<file path="src/hdl/ess_defs.svh">
// offsets, field positions, masks and reset values of the state registers
`ifndef ESS_DEFS_SVH
`define ESS_DEFS_SVH

// register numbers on the special-register move port
`define ESS_SPR_EXC_SYNDROME 10'h03E
`define ESS_SPR_MC_SYNDROME 10'h23C

// machine_state fields (architectural bit 0 is hardware bit 31)
`define ESS_MS_USER_CACHE_LOCK_ENABLE 26
`define ESS_MS_VECTOR_SIMD_AVAILABLE 25
`define ESS_MS_WE 18
`define ESS_MS_CE 17
`define ESS_MS_EXTERNAL_INT_ENABLE 15
`define ESS_MS_USER_MODE_STATE 14
`define ESS_MS_FLOAT_AVAILABLE 13
`define ESS_MS_MACHINE_CHECK_ENABLE 12
`define ESS_MS_DBG_IRQ_ENABLE 9
`define ESS_MS_INSTR_ADDR_SPACE 5
`define ESS_MS_DATA_ADDR_SPACE 4
`define ESS_MS_RECOVERABLE_INTERRUPT 1
`define ESS_MS_MASK 32'h0606F232
`define ESS_MS_RESET 32'h00000000

// exc_syndrome fields
`define ESS_ES_PIL 27
`define ESS_ES_PPR 26
`define ESS_ES_PTR 25
`define ESS_ES_FLOAT_OP 24
`define ESS_ES_WRITE_ACCESS_FLAG 23
`define ESS_ES_DCACHE_LOCK_FLAG 21
`define ESS_ES_ICACHE_LOCK_FLAG 20
`define ESS_ES_PUO 18
`define ESS_ES_BYTE_ORDER_FLAG 17
`define ESS_ES_VECTOR_OP 7
`define ESS_ES_ALT_ENCODING 5
`define ESS_ES_MIF 1
`define ESS_ES_MASK 32'h0FB600A2
`define ESS_ES_RESET 32'h00000000

// mc_syndrome fields
`define ESS_MC_PIN 31
`define ESS_MC_ICACHE_DATA_PARITY_ERR 30
`define ESS_MC_HANDLER_FETCH 27
`define ESS_MC_ICACHE_TAG_PARITY_ERR 26
`define ESS_MC_IC_LOCKED_INVAL 24
`define ESS_MC_MASK 32'hCD000000
`define ESS_MC_ASYNC_MASK 32'hCC000000
`define ESS_MC_RESET 32'h00000000

`endif

</file>
<file path="src/hdl/ess_pkg.sv">
// types shared by the exception state and syndrome block
package ess_pkg;

  // special-register move request from the execute stage
  typedef struct packed {
    logic wr;
    logic rd;
    logic is_state;
    logic [9:0] spr;
    logic [31:0] wdata;
  } ess_reg_acc_type;

  // decoded instruction at the permission check point
  typedef struct packed {
    logic valid;
    logic privileged;
    logic cache_lock;
    logic lock_icache;
    logic vector_op;
    logic float_op;
  } ess_instr_type;

  // storage-side exception events reported by the load/store and fetch units
  typedef struct packed {
    logic align_err;
    logic dsi_access;
    logic dtlb_miss;
    logic byte_order_dsi;
    logic mismatch_isi;
    logic is_store;
  } ess_storage_evt_type;

  // machine check sources
  typedef struct packed {
    logic pin;
    logic ic_data_parity;
    logic ic_tag_parity;
    logic handler_fetch;
    logic locked_inval;
  } ess_mc_src_type;

  // exception requests toward interrupt sequencing
  typedef struct packed {
    logic data_storage;
    logic vector_unavail;
    logic float_unavail;
    logic program_unimpl;
    logic program_priv;
  } ess_exc_req_type;

  // gated asynchronous interrupt requests
  typedef struct packed {
    logic critical;
    logic external;
    logic debug;
    logic mchk;
  } ess_irq_type;

endpackage : ess_pkg

</file>
<file path="src/hdl/ess_core_state.sv">
// machine state, exception and machine check syndrome registers
`timescale 1ns/10ps
`include "ess_defs.svh"

module ess_core_state
  import ess_pkg::*;
(
  input wire logic clk,
  input wire logic srst,
  input wire logic ce,
  input wire ess_reg_acc_type reg_acc,
  input wire ess_instr_type instr,
  input wire ess_storage_evt_type storage_evt,
  input wire ess_mc_src_type mc_src,
  input wire logic mchk_taken,
  input wire logic crit_in,
  input wire logic wdog_evt,
  input wire logic ext_in,
  input wire logic dec_evt,
  input wire logic fit_evt,
  input wire logic debug_evt,
  input wire logic sleep_req,
  output logic [31:0] rdata,
  output ess_exc_req_type exc_req,
  output ess_irq_type irq_req,
  output logic mc_event_out,
  output logic power_save_ok,
  output logic fetch_space,
  output logic data_space,
  output logic user_mode
);

  logic [31:0] ms_r;
  logic [31:0] ms_nxt;
  logic [31:0] es_r;
  logic [31:0] es_nxt;
  logic [31:0] mc_r;
  logic [31:0] mc_nxt;
  logic mc_pin_prev_r;
  logic [31:0] rdata_nxt;
  ess_exc_req_type exc_nxt;
  ess_irq_type irq_nxt;

  // register selects
  wire logic sel_ms = reg_acc.is_state;
  wire logic sel_es = !reg_acc.is_state &&
                      reg_acc.spr == `ESS_SPR_EXC_SYNDROME;
  wire logic sel_mc = !reg_acc.is_state &&
                      reg_acc.spr == `ESS_SPR_MC_SYNDROME;
  wire logic wr_ms = reg_acc.wr && sel_ms;
  wire logic wr_es = reg_acc.wr && sel_es;
  wire logic wr_mc = reg_acc.wr && sel_mc;

  // state bits that steer the rest of the block
  wire logic cur_user = ms_r[`ESS_MS_USER_MODE_STATE];
  wire logic cur_lock_en = ms_r[`ESS_MS_USER_CACHE_LOCK_ENABLE];
  wire logic cur_vec_en = ms_r[`ESS_MS_VECTOR_SIMD_AVAILABLE];
  wire logic cur_float_en = ms_r[`ESS_MS_FLOAT_AVAILABLE];
  wire logic cur_mchk_en = ms_r[`ESS_MS_MACHINE_CHECK_ENABLE];

  // instruction permission checks, privilege checked first
  wire logic iv = instr.valid;
  wire logic chk_priv = iv && instr.privileged && cur_user;
  wire logic chk_lock = iv && !chk_priv && instr.cache_lock &&
                        cur_user && !cur_lock_en;
  wire logic chk_vec = iv && !chk_priv && !chk_lock && instr.vector_op &&
                       !cur_vec_en;
  wire logic chk_fpu = iv && !chk_priv && !chk_lock && !chk_vec &&
                       instr.float_op && !cur_float_en;
  wire logic chk_fpi = iv && !chk_priv && !chk_lock && !chk_vec &&
                       instr.float_op && cur_float_en;
  wire logic chk_any = chk_priv || chk_lock || chk_vec || chk_fpu || chk_fpi;

  // storage exceptions from the memory side
  wire logic sto_data = storage_evt.align_err || storage_evt.dsi_access ||
                        storage_evt.dtlb_miss || storage_evt.byte_order_dsi;
  wire logic sto_any = sto_data || storage_evt.mismatch_isi;

  // syndrome for the exception being raised; it replaces the old contents
  logic [31:0] es_hw;
  always_comb begin
    es_hw = 32'h00000000;
    es_hw[`ESS_ES_PPR] = chk_priv;
    es_hw[`ESS_ES_ICACHE_LOCK_FLAG] = chk_lock && instr.lock_icache;
    // data lock flag left clear by hardware, software may store it
    es_hw[`ESS_ES_VECTOR_OP] = chk_vec;
    es_hw[`ESS_ES_FLOAT_OP] = chk_fpi;
    es_hw[`ESS_ES_PUO] = chk_fpi;
    if (!chk_any) begin
      es_hw[`ESS_ES_BYTE_ORDER_FLAG] = storage_evt.byte_order_dsi ||
                                       storage_evt.mismatch_isi;
      es_hw[`ESS_ES_WRITE_ACCESS_FLAG] = sto_data &&
                                         storage_evt.is_store;
    end
  end

  // hardware update wins over a software write in the same cycle
  assign es_nxt = (chk_any || sto_any) ? es_hw :
                  wr_es ? (reg_acc.wdata & `ESS_ES_MASK) : es_r;

  // state register: masked writes, machine check entry drops recoverable bit
  always_comb begin
    ms_nxt = wr_ms ? (reg_acc.wdata & `ESS_MS_MASK) : ms_r;
    if (mchk_taken) begin
      ms_nxt[`ESS_MS_RECOVERABLE_INTERRUPT] = 1'b0;
    end
  end

  // machine check sources, the pin counts on its rising edge only
  logic [31:0] mc_set;
  always_comb begin
    mc_set = 32'h00000000;
    mc_set[`ESS_MC_PIN] = mc_src.pin && !mc_pin_prev_r;
    mc_set[`ESS_MC_ICACHE_DATA_PARITY_ERR] = mc_src.ic_data_parity;
    mc_set[`ESS_MC_ICACHE_TAG_PARITY_ERR] = mc_src.ic_tag_parity;
    mc_set[`ESS_MC_HANDLER_FETCH] = mc_src.handler_fetch;
    mc_set[`ESS_MC_IC_LOCKED_INVAL] = mc_src.locked_inval;
  end

  // write one to clear; a new event in the same cycle wins the clear
  wire logic [31:0] mc_clr = wr_mc ? reg_acc.wdata : 32'h00000000;
  assign mc_nxt = ((mc_r & ~mc_clr) | mc_set) & `ESS_MC_MASK;

  // pending async causes; the status bit never requests an interrupt
  wire logic mc_pend = |(mc_r & `ESS_MC_ASYNC_MASK);

  // gated interrupt requests
  always_comb begin
    irq_nxt.critical = (crit_in || wdog_evt) && ms_r[`ESS_MS_CE];
    irq_nxt.external = (ext_in || dec_evt || fit_evt) &&
                       ms_r[`ESS_MS_EXTERNAL_INT_ENABLE];
    irq_nxt.debug = debug_evt && ms_r[`ESS_MS_DBG_IRQ_ENABLE];
    irq_nxt.mchk = mc_pend && cur_mchk_en && !mchk_taken;
  end

  // exception request word
  always_comb begin
    exc_nxt.data_storage = chk_lock;
    exc_nxt.vector_unavail = chk_vec;
    exc_nxt.float_unavail = chk_fpu;
    exc_nxt.program_unimpl = chk_fpi;
    exc_nxt.program_priv = chk_priv;
  end

  // read data, unmapped numbers return zero
  assign rdata_nxt = !reg_acc.rd ? rdata :
                     sel_ms ? ms_r :
                     sel_es ? es_r :
                     sel_mc ? mc_r : 32'h00000000;

  // architectural registers
  always_ff @(posedge clk) begin
    if (srst) begin
      ms_r <= `ESS_MS_RESET;
      es_r <= `ESS_ES_RESET;
      mc_r <= `ESS_MC_RESET;
      mc_pin_prev_r <= 1'b0;
    end else if (ce) begin
      ms_r <= ms_nxt;
      es_r <= es_nxt;
      mc_r <= mc_nxt;
      mc_pin_prev_r <= mc_src.pin;
    end
  end

  // registered outputs; mode and event outputs are taken from the next state, so they change with the registers
  always_ff @(posedge clk) begin
    if (srst) begin
      rdata <= 32'h00000000;
      exc_req <= '0;
      irq_req <= '0;
      mc_event_out <= 1'b0;
      power_save_ok <= 1'b0;
      fetch_space <= 1'b0;
      data_space <= 1'b0;
      user_mode <= 1'b0;
    end else if (ce) begin
      rdata <= rdata_nxt;
      exc_req <= exc_nxt;
      irq_req <= irq_nxt;
      mc_event_out <= |(mc_nxt & `ESS_MC_ASYNC_MASK);
      power_save_ok <= sleep_req && ms_nxt[`ESS_MS_WE];
      fetch_space <= ms_nxt[`ESS_MS_INSTR_ADDR_SPACE];
      data_space <= ms_nxt[`ESS_MS_DATA_ADDR_SPACE];
      user_mode <= ms_nxt[`ESS_MS_USER_MODE_STATE];
    end
  end

endmodule : ess_core_state

</file>
<file path="config.mk">
export PLATFORM = sky130hd
export DESIGN_NAME = ess_core_state
export DESIGN_NICKNAME = d
export VERILOG_FILES = /design/src/hdl/ess_pkg.sv /design/src/hdl/ess_core_state.sv
export VERILOG_INCLUDE_DIRS = /design/src /design/src/hdl
export SDC_FILE = /design/constraint.sdc
export NUM_CORES = 1
export LEC_CHECK = 0
export CAP_MARGIN = 20
export CORE_ASPECT_RATIO = 0.75
export CORE_UTILIZATION = 56
export CTS_CLUSTER_SIZE = 30
export DETAILED_ROUTE_END_ITERATION = 12
export DONT_BUFFER_PORTS = 1
export PLACE_DENSITY = 0.74
export SLEW_MARGIN = 25
export SYNTH_ARGS = -nofsm -noshare
export SYNTH_HDL_FRONTEND = slang
export SYNTH_SLANG_ARGS = --single-unit
</file>
<file path="constraint.sdc">
create_clock -name clk -period 2.2 [get_ports clk]
set_clock_uncertainty 0.15 [all_clocks]
set_input_delay 0.44 -clock clk [delete_from_list [all_inputs] [get_ports clk]]
set_output_delay 0.44 -clock clk [all_outputs]
set_load 0.03 [all_outputs]
</file>
==> impl_metrics.tcl <==
set metrics [dict create \
    outcome "finished clean" \
    synth_top_family_by_area "simple AND/OR/NAND/NOR gates" \
    path_clk_slew_ns 0.07 \
    crit_path_max_fanout 7 \
    drcViolationCount 0 \
    ys_ff_latch 61 \
    rows 21 \
    grt_antenna_before_repair 0 \
    synthCells 333 \
    cts.sinks 61 \
    synth_xor_area_share_pct 0 \
    post-cts-setup-buffer-count 0 \
    cts-root-buf "clkbuf_8" \
    cts_tree "built" \
    synth_cell_types 46 \
    setup_slack_ns 0.1768 \
    slew_violations 0 \
    place_ws_ns -0.1557 \
    synth_simple_gate_area_share_pct 27.65 \
    cts_buffers 9 \
    dieArea_mm2 0.005267 \
    placed_cell_area_mm2 0.002843 \
    viasPerCell 5.968 \
    ys_seq_area_share_pct 43.81 \
    synthTopCellsByCount "61 x dfxtp_1, 51 x nand2_1, 33 x a21oi_1" \
    ios 119 \
    criticalPathCategory "primary input to flip-flop" \
    finalSetupViolations 0 \
    max-vdd-ir-drop_mv 0.5444 \
    yosys-top-cells-area "dfxtp_1 44%, nand2_1 6.9%, a21oi_1 5.9%, mux2i_1 4.7%, nand3_1 3.4%" \
    drive_above_1_share_pct 11.59 \
    syn_avg_cell_area_um2 8.371 \
    grt_overflow_total 0 \
    layout.nets 413 \
    totalWireLength_mm 7.002 \
    globalplace.congestion 0.8390 \
    dr.pass1.iters 4 \
    cts_buffer_depth 2 \
    vias 2399 \
    clock_latency_ns 0.34 \
    synthFlopType "dfxtp_1" \
    maxCapViolCount 0 \
    worstPathArrival_ns 2.15 \
    finalInstanceArea_mm2 0.003074 \
    hold_class "primary input to flip-flop" \
    tightestPinTransition_ns 0.5066 \
    rsz0062_at_grt "false" \
    endpoint_kind "flip-flop" \
    grt_pass1_vias 2303 \
    grt_max_degree 61 \
    yosysWarnings 0 \
    timing.final.crit_share_pct 91.96 \
    grtUsageTotal_pct 27.90 \
    grt_pass1_wl_mm 11.42 \
    synth_compound_area_share_pct 16.29 \
    power_leakage_uw 0.001121 \
    reg2reg_depth 7 \
    post-synth-top-count-cell "dfxtp_1" \
    die_w_um 83.47 \
    synthToLayoutAreaGrowth_pct 10.28 \
    slew_headroom_pct 66.13 \
    hold_viol 0 \
    syn-cell-area_mm2 0.002788 \
    synth_top_area_share_pct 43.81 \
    dp.final_hpwl_mm 4.945 \
    fillCellCount 399 \
    async_flop_share_pct 0 \
    synth.mux.area_fraction_pct 4.668 \
    dr.first_iter.drc_count 254 \
    start_kind "primary input" \
    fin_util_pct 66.48 \
    cellPowerDensity_mw_per_mm2 781.1 \
    io_buffers 0 \
    crit_required_ns 2.33 \
    synth_edf_count 0 \
    wl_per_cell_um 17.42 \
    hold_path_depth 1 \
    start_util_pct 60.28 \
    finalCriticalPeriod_ns 2.023 \
    htree_levels 3 \
    core_area_mm2 0.004624 \
    die_y_um 63.10 \
    insertedDiodeCount 0 \
    max_freq_ghz 0.4943 \
    synthAdderAreaFrac_pct 0 \
    drtAntennaViolNets 0 \
    whs_ns 0.01619 \
    yosys.area.top_type "dfxtp_1" \
]
cells in the final DEF, fill, tap and decap left out, drive strengths merged, types with 2 or more instances in the layout:
cell type and count:
nor2 24, dlygate4sd3 2, conb 12, nand3b 6, clkbuf 12, nor4b 5, a21oi 34, nand2 52
a22oi 5, nand3 19, nor2b 4, or4 3, a221oi 8, dfxtp 61, a211oi 5, inv 7
and3 2, o21ai 4, buf 16, nor3 11, clkinv 4, nand2b 10, mux2i 13, nor4 3
nand4 3, a2111oi 5
flip-flops by register name (all words and copies together), names as in the netlist:
register       flops
exc_req            5
es_r              12
mc_r               5
irq_req            4
mc_pin_prev_r      1
ms_r              12
rdata             20
mc_event_out       1
power_save_ok      1
worst max-delay path: stages:
cell,delay [ns]
or4_1,0.53
or2_2,0.31
nor3_1,0.17
buf_4,0.18
a21o_1,0.31
mux2i_1,0.21
cells by family after synthesis:
| group | after synthesis |
|---|---|
| other cells | 1 |
| simple gates | 148 |
| mux | 13 |
| compound gates | 69 |
| flops | 61 |
| buf+inv | 41 |
through the flow:
step           std cells  TNS (ns)  total power, µW
2_1_floorplan        344    -1.160             1385
5_1_grt              402         0             2485
3_5_place_dp         384    -1.117             1380
3_3_place_gp         384   -0.5931             1377
6_report             402         0             2401
4_1_cts              401         0             2413
repair_timing:
item                                   CTS  global route
hold buffers                             1             1
endpoints found under the hold margin   10             4
setup endpoints to repair                0             1
gates resized for setup                  0             1
where the power goes:
part	internal (µW)	total [µW]	switching (µW)
Sequential	1140	1190	50.7
Combinational	68.8	177	108
Clock	609	1040	426
Total	1820	2400	585
metal layers:
metal / share of wire, % / track usage (%) / vias up
met2: 44 / 42.42 / 113
met3: 11 / 12.32 / 8
li1: - / - / 1166
met5: 0 / 0 / -
met4: 1.1 / 9.534 / 0
met1: 44 / 35.49 / 1112
final timing paths:
check / from / endpoint / slack, ns
min reg2reg: es_r[18] / es_r[18] / 0.30
max: storage_evt[4] / es_r[17] / 0.18
max reg2reg: ms_r[25] / es_r[24] / 0.19
min: srst / rdata[12] / 0.02
cell type report:
class | instances | area (µm²) | area share, %
clock buffer | 12 | 165.2 | 5.372
tap | 57 | 71.32 | 2.320
clock inverter | 4 | 45.04 | 1.465
inverter | 8 | 30.03 | 0.9768
sequential | 61 | 1221 | 39.72
multi-input combinational | 242 | 1401 | 45.58
timing repair buffer | 18 | 140.1 | 4.558
No activity file was read; power rests on OpenSTA's default activity.
